===== config.mk =====
export PLATFORM = sky130hd
export DESIGN_NAME = hsq_homing_sequencer
export DESIGN_NICKNAME = d
export VERILOG_FILES = /design/src/core/hsq_pkg.sv /design/src/core/hsq_edge_detect.sv /design/src/core/hsq_homing_sequencer.sv
export SDC_FILE = /design/constraint.sdc
export NUM_CORES = 1
export LEC_CHECK = 0
export ABC_CLOCK_PERIOD_IN_PS = 3350
export BUFFER_PORTS_ARGS = -buffer_cell sky130_fd_sc_hd__buf_4
export CORE_MARGIN = 5
export CORE_UTILIZATION = 41
export CTS_BUF_LIST = sky130_fd_sc_hd__clkbuf_8
export DETAILED_ROUTE_END_ITERATION = 10
export PLACE_DENSITY = 0.68
export RECOVER_POWER = 50
export SLEW_MARGIN = 15
export SYNTH_ARGS = -nofsm -noshare
export SYNTH_HDL_FRONTEND = slang
export SYNTH_HIERARCHICAL = 1
export SYNTH_SLANG_ARGS = --single-unit

===== constraint.sdc =====
create_clock -name clk -period 3.35 [get_ports clk]
set_input_delay 0 -clock clk [delete_from_list [all_inputs] [get_ports clk]]
set_output_delay 0 -clock clk [all_outputs]
set_load 0.1 [all_outputs]

===== src/core/hsq_pkg.sv =====
// constants, step encodings and state type of the homing switch sequencer
package hsq_pkg;

  ////////////////////////////////////////////////////////////////////////////
  // homing method numbers
  localparam int             METHOD_W  = 6;
  localparam logic [5:0]     METHOD_19 = 6'h13;
  localparam logic [5:0]     METHOD_20 = 6'h14;
  localparam logic [5:0]     METHOD_21 = 6'h15;
  localparam logic [5:0]     METHOD_22 = 6'h16;
  localparam logic [5:0]     METHOD_23 = 6'h17;
  localparam logic [5:0]     METHOD_24 = 6'h18;

  ////////////////////////////////////////////////////////////////////////////
  // step word: direction, speed, awaited switch edge, action on that edge
  localparam int             STEP_W        = 6;
  localparam int             STEP_DIR_BIT  = 5;
  localparam int             STEP_FAST_BIT = 4;
  localparam int             STEP_EV_LSB   = 2;
  localparam int             STEP_ACT_LSB  = 0;
  localparam logic           DIR_FWD       = 1'b1;
  localparam logic           DIR_REV       = 1'b0;
  localparam logic           SPD_FAST      = 1'b1;
  localparam logic           SPD_SLOW      = 1'b0;
  localparam logic [1:0]     EV_RISE       = 2'h0;  // switch off to on
  localparam logic [1:0]     EV_FALL       = 2'h1;  // switch on to off
  localparam logic [1:0]     ACT_STOP      = 2'h0;  // decelerate, then next step
  localparam logic [1:0]     ACT_SLOW      = 2'h1;  // drop to low speed, keep going
  localparam logic [1:0]     ACT_HOME      = 2'h2;  // decelerate, latch home

  ////////////////////////////////////////////////////////////////////////////
  // step table entry points
  localparam int             IDX_W         = 5;
  localparam logic [4:0]     IDX_A_COLD    = 5'h00;  // 19 and 23 cold
  localparam logic [4:0]     IDX_A_WARM    = 5'h01;  // 19 and 23 warm
  localparam logic [4:0]     IDX_B_COLD    = 5'h02;  // 20 and 24 cold
  localparam logic [4:0]     IDX_B_WARM    = 5'h03;  // 20 and 24 warm
  localparam logic [4:0]     IDX_C_COLD    = 5'h05;  // 21 cold
  localparam logic [4:0]     IDX_C_WARM    = 5'h06;  // 21 warm
  localparam logic [4:0]     IDX_D_COLD    = 5'h07;  // 22 cold
  localparam logic [4:0]     IDX_D_WARM    = 5'h08;  // 22 warm
  localparam logic [4:0]     IDX_E_TURN    = 5'h0A;  // 23 after limit turnaround
  localparam logic [4:0]     IDX_F_TURN    = 5'h0E;  // 24 after limit turnaround
  localparam logic [4:0]     IDX_ONE       = 5'h01;

  ////////////////////////////////////////////////////////////////////////////
  // sequencer states, gray along idle-settle-move-done
  typedef enum logic [2:0] {
    HSQ_IDLE   = 3'h0,
    HSQ_SETTLE = 3'h1,
    HSQ_MOVE   = 3'h3,
    HSQ_DONE   = 3'h2,
    HSQ_ALARM  = 3'h6
  } hsq_state_t;

  localparam logic [1:0]     RST_SYNC_INIT = 2'h0;

endpackage


===== src/core/hsq_edge_detect.sv =====
// edge detector for the home and forward limit switch inputs
module hsq_edge_detect #(
  parameter int WIDTH = 2
) (
  input  wire logic             clk,
  input  wire logic             rst_n,
  input  wire logic [WIDTH-1:0] sig_in,
  output wire logic [WIDTH-1:0] rise,
  output wire logic [WIDTH-1:0] fall
);

  logic [WIDTH-1:0] prev_reg;

  ////////////////////////////////////////////////////////////////////////////
  // previous sample; clears to inactive, so a switch already on at reset
  // shows one false rise that the sequencer never sees outside motion
  always_ff @(posedge clk or negedge rst_n) begin
    if (!rst_n) begin
      prev_reg <= '0;
    end else begin
      prev_reg <= sig_in;
    end
  end

  // one-cycle edge pulses
  assign rise = sig_in & ~prev_reg;
  assign fall = ~sig_in & prev_reg;

endmodule // hsq_edge_detect


===== src/core/hsq_homing_sequencer.sv =====
// homing switch sequencer for methods 19 to 24
module hsq_homing_sequencer #(
  parameter int SPEED_W = 16,
  parameter int POS_W   = 32
) (
  input  wire logic                         clk,
  input  wire logic                         reset_n,
  input  wire logic                         start,
  input  wire logic [hsq_pkg::METHOD_W-1:0] method,
  input  wire logic [SPEED_W-1:0]           high_speed,
  input  wire logic [SPEED_W-1:0]           low_speed,
  input  wire logic                         home_switch,
  input  wire logic                         forward_limit_switch,
  input  wire logic                         reverse_limit_switch,
  input  wire logic                         motion_standstill,
  input  wire logic [POS_W-1:0]             current_position,
  output logic                              motion_run,
  output logic                              motion_forward,
  output logic [SPEED_W-1:0]                motion_speed,
  output logic                              homing_busy,
  output logic                              homing_done,
  output logic                              homing_alarm,
  output logic [POS_W-1:0]                  home_position
);

  ////////////////////////////////////////////////////////////////////////////
  // step table; each chain runs forward from its entry point
  function automatic logic [hsq_pkg::STEP_W-1:0] step_of(input logic [hsq_pkg::IDX_W-1:0] idx);
    case (idx)
      5'h00:   step_of = {hsq_pkg::DIR_FWD, hsq_pkg::SPD_FAST, hsq_pkg::EV_RISE, hsq_pkg::ACT_STOP};
      5'h01:   step_of = {hsq_pkg::DIR_REV, hsq_pkg::SPD_SLOW, hsq_pkg::EV_FALL, hsq_pkg::ACT_HOME};
      5'h02:   step_of = {hsq_pkg::DIR_FWD, hsq_pkg::SPD_FAST, hsq_pkg::EV_RISE, hsq_pkg::ACT_STOP};
      5'h03:   step_of = {hsq_pkg::DIR_REV, hsq_pkg::SPD_SLOW, hsq_pkg::EV_FALL, hsq_pkg::ACT_STOP};
      5'h04:   step_of = {hsq_pkg::DIR_FWD, hsq_pkg::SPD_SLOW, hsq_pkg::EV_RISE, hsq_pkg::ACT_HOME};
      5'h05:   step_of = {hsq_pkg::DIR_REV, hsq_pkg::SPD_FAST, hsq_pkg::EV_RISE, hsq_pkg::ACT_STOP};
      5'h06:   step_of = {hsq_pkg::DIR_FWD, hsq_pkg::SPD_SLOW, hsq_pkg::EV_FALL, hsq_pkg::ACT_HOME};
      5'h07:   step_of = {hsq_pkg::DIR_REV, hsq_pkg::SPD_FAST, hsq_pkg::EV_RISE, hsq_pkg::ACT_STOP};
      5'h08:   step_of = {hsq_pkg::DIR_FWD, hsq_pkg::SPD_SLOW, hsq_pkg::EV_FALL, hsq_pkg::ACT_STOP};
      5'h09:   step_of = {hsq_pkg::DIR_REV, hsq_pkg::SPD_SLOW, hsq_pkg::EV_RISE, hsq_pkg::ACT_HOME};
      5'h0A:   step_of = {hsq_pkg::DIR_REV, hsq_pkg::SPD_FAST, hsq_pkg::EV_RISE, hsq_pkg::ACT_SLOW};
      5'h0B:   step_of = {hsq_pkg::DIR_REV, hsq_pkg::SPD_SLOW, hsq_pkg::EV_FALL, hsq_pkg::ACT_STOP};
      5'h0C:   step_of = {hsq_pkg::DIR_FWD, hsq_pkg::SPD_SLOW, hsq_pkg::EV_RISE, hsq_pkg::ACT_STOP};
      5'h0D:   step_of = {hsq_pkg::DIR_REV, hsq_pkg::SPD_SLOW, hsq_pkg::EV_FALL, hsq_pkg::ACT_HOME};
      5'h0E:   step_of = {hsq_pkg::DIR_REV, hsq_pkg::SPD_FAST, hsq_pkg::EV_RISE, hsq_pkg::ACT_SLOW};
      5'h0F:   step_of = {hsq_pkg::DIR_REV, hsq_pkg::SPD_SLOW, hsq_pkg::EV_FALL, hsq_pkg::ACT_STOP};
      5'h10:   step_of = {hsq_pkg::DIR_FWD, hsq_pkg::SPD_SLOW, hsq_pkg::EV_RISE, hsq_pkg::ACT_HOME};
      default: step_of = {hsq_pkg::DIR_REV, hsq_pkg::SPD_SLOW, hsq_pkg::EV_FALL, hsq_pkg::ACT_HOME};
    endcase
  endfunction

  ////////////////////////////////////////////////////////////////////////////
  // declarations
  logic [1:0]                    rst_sync_reg;
  logic                          rst_n;
  hsq_pkg::hsq_state_t           state_reg,    state_next;
  logic [hsq_pkg::IDX_W-1:0]     step_reg,     step_next;
  logic                          turn_used_reg, turn_used_next;
  logic                          finish_reg,   finish_next;
  logic                          run_reg,      run_next;
  logic                          fwd_reg,      fwd_next;
  logic [SPEED_W-1:0]            speed_reg,    speed_next;
  logic                          done_reg,     done_next;
  logic                          alarm_reg,    alarm_next;
  logic [POS_W-1:0]              home_pos_reg, home_pos_next;
  logic [1:0]                    sw_rise;
  logic [1:0]                    sw_fall;

  ////////////////////////////////////////////////////////////////////////////
  // reset release through two flops; assertion stays asynchronous
  always_ff @(posedge clk or negedge reset_n) begin
    if (!reset_n) begin
      rst_sync_reg <= hsq_pkg::RST_SYNC_INIT;
    end else begin
      rst_sync_reg <= {rst_sync_reg[0], 1'b1};
    end
  end

  assign rst_n = rst_sync_reg[1];

  ////////////////////////////////////////////////////////////////////////////
  // switch edges: bit 0 home switch, bit 1 forward limit
  hsq_edge_detect #(
    .WIDTH (2)
  ) u_edges (
    .clk    (clk),
    .rst_n  (rst_n),
    .sig_in ({forward_limit_switch, home_switch}),
    .rise   (sw_rise),
    .fall   (sw_fall)
  );

  ////////////////////////////////////////////////////////////////////////////
  // decode of the current and following step
  wire [hsq_pkg::IDX_W-1:0]  step_plus  = step_reg + hsq_pkg::IDX_ONE;
  wire [hsq_pkg::STEP_W-1:0] cur_word   = step_of(step_reg);
  wire [hsq_pkg::STEP_W-1:0] plus_word  = step_of(step_plus);
  wire                       cur_fwd    = cur_word[hsq_pkg::STEP_DIR_BIT];
  wire                       cur_fast   = cur_word[hsq_pkg::STEP_FAST_BIT];
  wire [1:0]                 cur_ev     = cur_word[hsq_pkg::STEP_EV_LSB +: 2];
  wire [1:0]                 cur_act    = cur_word[hsq_pkg::STEP_ACT_LSB +: 2];
  wire                       plus_fast  = plus_word[hsq_pkg::STEP_FAST_BIT];
  wire [SPEED_W-1:0]         cur_speed  = cur_fast ? high_speed : low_speed;
  wire [SPEED_W-1:0]         plus_speed = plus_fast ? high_speed : low_speed;

  // awaited home switch edge of the running step
  wire ev_hit = (cur_ev == hsq_pkg::EV_RISE) ? sw_rise[0] : sw_fall[0];

  ////////////////////////////////////////////////////////////////////////////
  // method decode and entry point from the switch level at start
  wire m19     = (method == hsq_pkg::METHOD_19);
  wire m20     = (method == hsq_pkg::METHOD_20);
  wire m21     = (method == hsq_pkg::METHOD_21);
  wire m22     = (method == hsq_pkg::METHOD_22);
  wire m23     = (method == hsq_pkg::METHOD_23);
  wire m24     = (method == hsq_pkg::METHOD_24);
  wire turn_md = m23 | m24;
  wire valid_md = m19 | m20 | m21 | m22 | m23 | m24;

  // warm start picks the reverse or forward slow chain entry
  wire [hsq_pkg::IDX_W-1:0] entry_idx =
      (m19 | m23) ? (home_switch ? hsq_pkg::IDX_A_WARM : hsq_pkg::IDX_A_COLD) :
      (m20 | m24) ? (home_switch ? hsq_pkg::IDX_B_WARM : hsq_pkg::IDX_B_COLD) :
      m21         ? (home_switch ? hsq_pkg::IDX_C_WARM : hsq_pkg::IDX_C_COLD) :
                    (home_switch ? hsq_pkg::IDX_D_WARM : hsq_pkg::IDX_D_COLD);

  // chain taken after the one permitted forward limit turnaround
  wire [hsq_pkg::IDX_W-1:0] turn_idx = m23 ? hsq_pkg::IDX_E_TURN : hsq_pkg::IDX_F_TURN;

  ////////////////////////////////////////////////////////////////////////////
  // limit supervision; level for 19-22, second forward hit by edge for 23/24
  wire abort_plain = ~turn_md & (forward_limit_switch | reverse_limit_switch);
  wire abort_turn  = turn_md & (reverse_limit_switch | (turn_used_reg & sw_rise[1]));
  wire limit_abort = abort_plain | abort_turn;
  wire turn_hit    = turn_md & ~turn_used_reg & forward_limit_switch & cur_fwd;
  wire start_ok    = start & valid_md;

  ////////////////////////////////////////////////////////////////////////////
  // sequencer next state; method and speeds are read live throughout
  always_comb begin
    state_next     = state_reg;
    step_next      = step_reg;
    turn_used_next = turn_used_reg;
    finish_next    = finish_reg;
    run_next       = run_reg;
    fwd_next       = fwd_reg;
    speed_next     = speed_reg;
    done_next      = done_reg;
    alarm_next     = alarm_reg;
    home_pos_next  = home_pos_reg;
    case (state_reg)
      hsq_pkg::HSQ_IDLE, hsq_pkg::HSQ_DONE, hsq_pkg::HSQ_ALARM: begin
        // a new start clears done and alarm but keeps home_position; a bad method alarms at once
        if (start) begin
          done_next      = 1'b0;
          turn_used_next = 1'b0;
          finish_next    = 1'b0;
          step_next      = entry_idx;
          alarm_next     = ~valid_md;
          state_next     = start_ok ? hsq_pkg::HSQ_SETTLE : hsq_pkg::HSQ_ALARM;
        end
      end
      hsq_pkg::HSQ_SETTLE: begin
        // wait for standstill, then launch the step or finish homing
        if (limit_abort) begin
          alarm_next = 1'b1;
          state_next = hsq_pkg::HSQ_ALARM;
        end else if (motion_standstill) begin
          if (finish_reg) begin
            home_pos_next = current_position;
            done_next     = 1'b1;
            state_next    = hsq_pkg::HSQ_DONE;
          end else begin
            run_next   = 1'b1;
            fwd_next   = cur_fwd;
            speed_next = cur_speed;
            state_next = hsq_pkg::HSQ_MOVE;
          end
        end
      end
      hsq_pkg::HSQ_MOVE: begin
        if (limit_abort) begin
          // run demand drops with the alarm; done stays clear
          run_next   = 1'b0;
          alarm_next = 1'b1;
          state_next = hsq_pkg::HSQ_ALARM;
        end else if (turn_hit) begin
          run_next       = 1'b0;
          turn_used_next = 1'b1;
          step_next      = turn_idx;
          state_next     = hsq_pkg::HSQ_SETTLE;
        end else if (ev_hit) begin
          case (cur_act)
            hsq_pkg::ACT_SLOW: begin
              // decelerate on the fly, same direction, no stop
              step_next  = step_plus;
              speed_next = plus_speed;
            end
            hsq_pkg::ACT_HOME: begin
              run_next    = 1'b0;
              finish_next = 1'b1;
              state_next  = hsq_pkg::HSQ_SETTLE;
            end
            default: begin
              run_next   = 1'b0;
              step_next  = step_plus;
              state_next = hsq_pkg::HSQ_SETTLE;
            end
          endcase
        end
      end
      default: begin
        run_next   = 1'b0;
        state_next = hsq_pkg::HSQ_IDLE;
      end
    endcase
  end

  ////////////////////////////////////////////////////////////////////////////
  // sequencer registers
  always_ff @(posedge clk or negedge rst_n) begin
    if (!rst_n) begin
      state_reg     <= hsq_pkg::HSQ_IDLE;
      step_reg      <= hsq_pkg::IDX_A_COLD;
      turn_used_reg <= 1'b0;
      finish_reg    <= 1'b0;
    end else begin
      state_reg     <= state_next;
      step_reg      <= step_next;
      turn_used_reg <= turn_used_next;
      finish_reg    <= finish_next;
    end
  end

  // motion demand registers toward the profiler
  always_ff @(posedge clk or negedge rst_n) begin
    if (!rst_n) begin
      run_reg   <= 1'b0;
      fwd_reg   <= hsq_pkg::DIR_REV;
      speed_reg <= '0;
    end else begin
      run_reg   <= run_next;
      fwd_reg   <= fwd_next;
      speed_reg <= speed_next;
    end
  end

  // result registers; busy is a flop so it lines up with the state
  logic busy_reg;
  wire  busy_next = (state_next == hsq_pkg::HSQ_SETTLE) | (state_next == hsq_pkg::HSQ_MOVE);

  always_ff @(posedge clk or negedge rst_n) begin
    if (!rst_n) begin
      done_reg     <= 1'b0;
      alarm_reg    <= 1'b0;
      home_pos_reg <= '0;
      busy_reg     <= 1'b0;
    end else begin
      done_reg     <= done_next;
      alarm_reg    <= alarm_next;
      home_pos_reg <= home_pos_next;
      busy_reg     <= busy_next;
    end
  end

  ////////////////////////////////////////////////////////////////////////////
  // outputs straight from flops
  assign motion_run     = run_reg;
  assign motion_forward = fwd_reg;
  assign motion_speed   = speed_reg;
  assign homing_busy    = busy_reg;
  assign homing_done    = done_reg;
  assign homing_alarm   = alarm_reg;
  assign home_position  = home_pos_reg;

endmodule // hsq_homing_sequencer


==> results of run 1 <==
## power groups by stage
stage / sequential (µW) / clock (µW) / combinational, µW
final: 953 / 689 / 1040
after global routing: 969 / 744 / 1120
after CTS: 954 / 706 / 1060
after detailed placement: 969 / 0 / 1020
after global placement: 966 / 0 / 1000
after floorplan: 1070 / 0 / 686
## worst register-to-register path, delay by kind of cell (launching register included)
kind,cells,cell delay (ns)
AO/OA/AOI/OAI,2,0.96
AND/OR/NAND/NOR,2,0.76
multiplexers,2,0.68
flip-flops,1,0.44
## stage by stage
step                      instances  hold slack (ns)
final                           586          0.01779
after global routing            586         0.001595
after CTS                       586        0.0009319
after detailed placement        527          -0.2166
after global placement          527          -0.2167
after floorplan                 296          -0.2956
## layer usage
metal  wire [µm]  vias up  part of all wire, %  GRT usage, %
met4         159        0                  1.7         6.301
met5           0        -                    0             0
met1        3838     1466                   40         20.35
met2        4865      110                   51         29.63
li1            -     1429                    -             -
met3         733       15                  7.6         6.165
## cell type report
type	instances	area (µm²)
repair buffers	177	1230
well taps	108	135.1
clock inverters	7	76.32
inverters	10	37.54
fillers	732	3562
clock buffers	9	123.9
flip-flops and latches	67	1677
multi-input cells	208	1879
## worst paths after layout
| check | slack, ns | depth (start not counted) | endpoint | from |
|---|---|---|---|---|
| min in group asynchronous | 0.55 | 3 | rst_sync_reg[1] | reset_n |
| max reg2reg | 0.39 | 6 | motion_speed[5] | state_reg[0] |
| min reg2reg | 0.36 | 0 | rst_sync_reg[1] | rst_sync_reg[0] |
| max in group asynchronous | 1.45 | 1 | home_position[0] | rst_sync_reg[1] |
| max | 0.39 | 6 | motion_speed[5] | state_reg[0] |
| min | 0.02 | 3 | motion_speed[0] | low_speed[0] |
## cell usage in the layout (no fill, tap or decap), types with 3 or more instances in the layout
cell           count
buf_4             78
dfrtp_1           67
clkbuf_1          55
mux2_2            48
dlygate4sd3_1     43
mux2_4            21
nor2_1            13
a21oi_1           11
inv_1             10
nand2_1           10
o21ai_0           10
clkbuf_8           9
nand2b_1           8
ha_1               8
nand3_1            6
nor2b_1            5
o22ai_1            5
mux2i_1            4
and2_1             3
o211ai_1           3
a31oi_1            3
nor3_1             3
a211oi_1           3
xnor2_1            3
and2b_2            3
==> summary.txt, run 1 <==
Placement
  – RePlAce Congestion: between 0.9 and 1
  – Post-place setup slack: approximately 0.38 ns
  – Number of port buffers: 129
  – Post-DP HPWL: 6844 µm
  – DP Area: between 4000 and 5000 µm²

Setup path
  – Setup CP Type: reg -> reg
  – Most used cell, CP: mux2_2
  – CP max-delay cell: a21oi_2
  – CP Max Fanout: 16
  – Buf/Inv on CP: 0
  – CP required: between 3 and 4 ns
  – CP arrival: about 3.2 ns
  – Max stage delay on crit path: ~0.84 ns
  – Worst setup EP type: flop
  – CP top delay family: compound AO/OA/AOI/OAI gates
  – CP cell instances: nor2b_2, and2_1, a221oi_2, a21oi_2, mux2_2, mux2_2
  – Critical Path Source Type: flop

Power and ir drop
  – Internal power: around 1700 µW
  – Power density over the cells: about 520 nW/µm²
  – Sequential share of power: 35.5%
  – Clk pwr share: about a quarter
  – Sw frac: between 30% and 40%
  – Peak supply drop: ~0.00032 V
  – Total power: 2687 µW
  – Leakage: between 0.002 and 0.0025 µW
  – Sw Pwr: 993.4 µW
  – Comb power frac: about two fifths

Floorplan
  – Row count: 34
  – Placeable Area: roughly 8700 µm²
  – Ports: 130
  – Initial Util: 42.25%
  – Die area: approximately 11,000 µm²
  – Die Ht: 104.8 µm
  – Die W: approximately 100 µm

Clock network
  – Worst-Skew Late Latency: between 0.3 and 0.4 ns
  – # clock sinks: 67
  – CTS Buf Count: 9
  – Setup Fix Bufs, Post-CTS: 0
  – PostCTS Resize Cnt: 0
  – H-Tree Depth: 3
  – Maximum clock insertion buffer count: 2
  – Hold Buf Count CTS: 43
  – CTS tree: yes
  – CTS clock-pin slew for the worst setup and hold paths: 0.08 ns
  – CTS Root Cell: clkbuf_8

Layout
  – Layout area overhead: 40.00%
  – Fin util: about three fifths
  – Diode count: 0
  – Post-route cell area: 5159 µm²
  – Number of flip-flops in the largest register: 32
  – Layout cells sized above 1: between 30 and 40%
  – Nets: between 500 and 600

Detailed routing
  – Routed Antenna Nets: 0
  – Initial detailed-routing violation count: 95
  – # DRC: 0
  – Via/cell ratio: a little over 5
  – Drt first pass iters: 4
  – Drt wl/cell: 16.38 µm
  – Routed WL: ~9600 µm
  – Vias after detailed routing: 3,020

STA
  – Worst setup margin: roughly 0.39 ns
  – Setup tns final: 0 ns
  – Slew HR: -21.07%
  – Fin. Hold Viols: 0
  – Worst Skew: 0.01123 ns
  – Max Clk Rate: ~0.34 GHz
  – RSZ-0062 raised after global routing: false
  – Final Max Slew Viols: 46
  – Final setup violation count: 0
  – Fin crit period: just under 3 ns
  – Worst slew pin tran: ~1.8 ns
  – Fin crit share: 88.47%

Synth
  – Cells after Synth: between 200 and 300
  – Synth Warn #: 6
  – Post-Syn Area: roughly 3700 µm²
  – Synthesized Nets: 381
  – Synth Area per Inst: 12.45 µm²

Status
  – Failing checks: capacitance limit, slew limit
  – Status: finished, violations left

Hold path
  – Hold/Removal Path Class: in -> reg

Global routing
  – Largest net degree at the start of global routing: between 40 and 50
  – Tot GR Track Use: about 17%
  – GRT overflow: 0
  – Initial antenna violation count: 0
  – Wire length of the first global-routing pass: approximately 16,000 µm
  – Number of global-route vias before repair: between 3,000 and 4,000

Job
  – Max-cap viol count: 1
No activity file was read; power rests on OpenSTA's default activity.
==> run 2: changes to the inputs <==
- ABC_AREA: not set -> 1
- PLACE_DENSITY: 0.68 -> 0.66
==> summary.txt, run 2 <==
Floorplan
  – Placeable Area: 10,180 µm² (+17%)
  – Initial Util: 41.33% (-0.93 points)
  – Die W: 111.3 µm (+6.2%)
  – Die Ht: 111.3 µm (+6.2%)
  – Row count: 37 (+8.8%)
  – Die area: 12,390 µm² (+13%)
  – Ports: 130 (unchanged)

Clock network
  – CTS tree: yes
  – CTS Root Cell: clkbuf_8
  – CTS clock-pin slew for the worst setup and hold paths: 0.08 ns (about the same)
  – Maximum clock insertion buffer count: 2 (unchanged)
  – H-Tree Depth: 3 (unchanged)
  – Setup Fix Bufs, Post-CTS: 0 (unchanged)
  – # clock sinks: 67 (unchanged)
  – PostCTS Resize Cnt: 0 (unchanged)
  – Worst-Skew Late Latency: 0.35 ns (about the same)
  – CTS Buf Count: 9 (unchanged)

Setup path
  – CP arrival: 2.57 ns (-0.61 ns)
  – CP Max Fanout: 18 (+2)
  – Critical Path Source Type: flop
  – CP required: 3.58 ns (about the same)
  – Worst setup EP type: flop
  – Setup CP Type: reg -> reg

STA
  – Max Clk Rate: 0.4271 GHz (+27%)
  – Final Max Slew Viols: 46 (unchanged)
  – Setup tns final: 0 ns (unchanged)
  – Fin crit share: 69.90% (-19 points)
  – Final setup violation count: 0 (unchanged)
  – Worst Skew: 0.007907 ns (-0.003318 ns)
  – Slew HR: -18.61% (+2.5 points)
  – RSZ-0062 raised after global routing: false
  – Worst slew pin tran: 1.779 ns (-0.03680 ns)
  – Final hold slack: 0.01683 ns (-0.0009610 ns)
  – Fin crit period: 2.342 ns (-0.6222 ns)
  – Fin. Hold Viols: 0 (unchanged)

Layout
  – Diode count: 0 (unchanged)
  – Most common cell after layout, fill and taps aside: nand2_1
  – Layout area overhead: 32.97%
  – Number of flip-flops in the largest register: 32 (unchanged)
  – Post-route cell area: 5597 µm² (+8.5%)
  – Most frequent cells in the layout: nand2_1, inv_1, buf_4
  – Layout cells sized above 1: 16.53% (-22 points)
  – Nets: 824 (+48%)
  – Layout fillers: 1,005 (+37%)

Detailed routing
  – Vias after detailed routing: 4,263 (+41%)
  – Routed Antenna Nets: 0 (unchanged)
  – Drt first pass iters: 4 (unchanged)
  – Initial detailed-routing violation count: 217 (+130%)
  – Routed WL: 11,740 µm (+22%)
  – Via/cell ratio: 4.844 (-6.0%)
  – Drt wl/cell: 13.34 µm (-19%)
  – # DRC: 0 (unchanged)

Status
  – Failing checks: capacitance limit, slew limit
  – Status: finished, violations left

Power and ir drop
  – Clk pwr share: 17.0% (-8.6 points)
  – Comb power frac: 55.5% (+17 points)
  – Peak supply drop: 0.0005328 V (+68%)
  – Sw frac: 53.99% (+17 points)
  – Internal power: 1828 µW (+7.9%)
  – Sw Pwr: 2145 µW (+120%)
  – Leakage: 0.002974 µW (+23%)
  – Sequential share of power: 27.4% (-8.1 points)
  – Total power: 3973 µW (+48%)
  – Power density over the cells: 709.9 nW/µm² (+36%)

Placement
  – Number of port buffers: 129 (unchanged)
  – Post-DP HPWL: 8348 µm (+22%)
  – DP Area: 5213 µm² (+10%)
  – RePlAce Congestion: 0.8369 (-7.7%)

Global routing
  – Wire length of the first global-routing pass: 19,450 µm (+24%)
  – Tot GR Track Use: 18.80% (+1.3 points)
  – GRT overflow: 0 (unchanged)
  – Largest net degree at the start of global routing: 66 (+43%)
  – Initial antenna violation count: 0 (unchanged)
  – Number of global-route vias before repair: 4,177 (+31%)

Synth
  – Synth Warn #: 6 (unchanged)
  – Synth Area per Inst: 7.269 µm² (-42%)
  – Cells after Synth: 579 (+96%)
  – Synthesized Nets: 664 (+74%)
  – Post-Syn Area: 4209 µm² (+14%)

Hold path
  – Hold/Removal Path Class: in -> reg

Job
  – Max-cap viol count: 1 (unchanged)
==> run 2: layer usage <==
metal	global-route usage [%]	vias to the layer above	share of wire, %
met3	3.493	19	4.7
met4	7.137	0	1.8
met2	32.49	118	50
met1	23.32	1954	43
met5	0	-	0
li1	-	2172	-
==> run 2: area by class of cell <==
class,count,area [µm²],share of cell area (%)
Multi-Input combinational cell,393,2013,35.97
Timing Repair Buffer,172,1185,21.17
Tap cell,136,170.2,3.040
Inverter,96,360.3,6.439
Clock buffer,9,123.9,2.213
Sequential cell,67,1677,29.96
Clock inverter,7,67.56,1.207
==> run 2: path summary, 6_finish.rpt <==
check | startpoint | end | slack (ns) | cells past startpoint
max | step_reg[0] | motion_speed[2] | 1.01 | 13
min | low_speed[4] | motion_speed[4] | 0.02 | 5
max reg2reg | step_reg[0] | motion_speed[2] | 1.01 | 13
min reg2reg | rst_sync_reg[0] | rst_sync_reg[1] | 0.36 | 0
max in group asynchronous | rst_sync_reg[1] | home_position[8] | 1.47 | 1
min in group asynchronous | reset_n | rst_sync_reg[0] | 0.54 | 3
==> run 2: what timing repair did <==
item	in CTS	in global routing
setup endpoints to repair	0	0
hold endpoints to repair	41	0
hold buffers	40	0
==> run 2: power groups by stage <==
stage	clock (µW)	sequential, µW	combinational (µW)
CTS	693	1090	2280
global placement	0	1110	2200
global route	729	1120	2410
detailed placement	0	1110	2240
floorplan	0	1720	1130
finish	677	1090	2210
==> run 2: stage by stage <==
stage                     std cells  setup WS (ns)  utilization (%)
after floorplan                 579          1.346                -
after global placement          824          1.130            51.18
after detailed placement        824          1.028            51.18
after CTS                       880          1.008            56.99
after global routing            880         0.7338            54.95
final                           880          1.008            54.95
==> run 2: critical path: stages, from the launching register on <==
cell and delay, ns:
dfrtp_1 0.53, inv_1 0.20, ha_1 0.34, inv_1 0.04, nand2_1 0.05, nand3_1 0.08, nand2_1 0.09, nand2_1 0.06
nand3_1 0.07, nand2_1 0.11, nor2_4 0.33, nor2_4 0.16, nand2_1 0.10, nand2_1 0.05
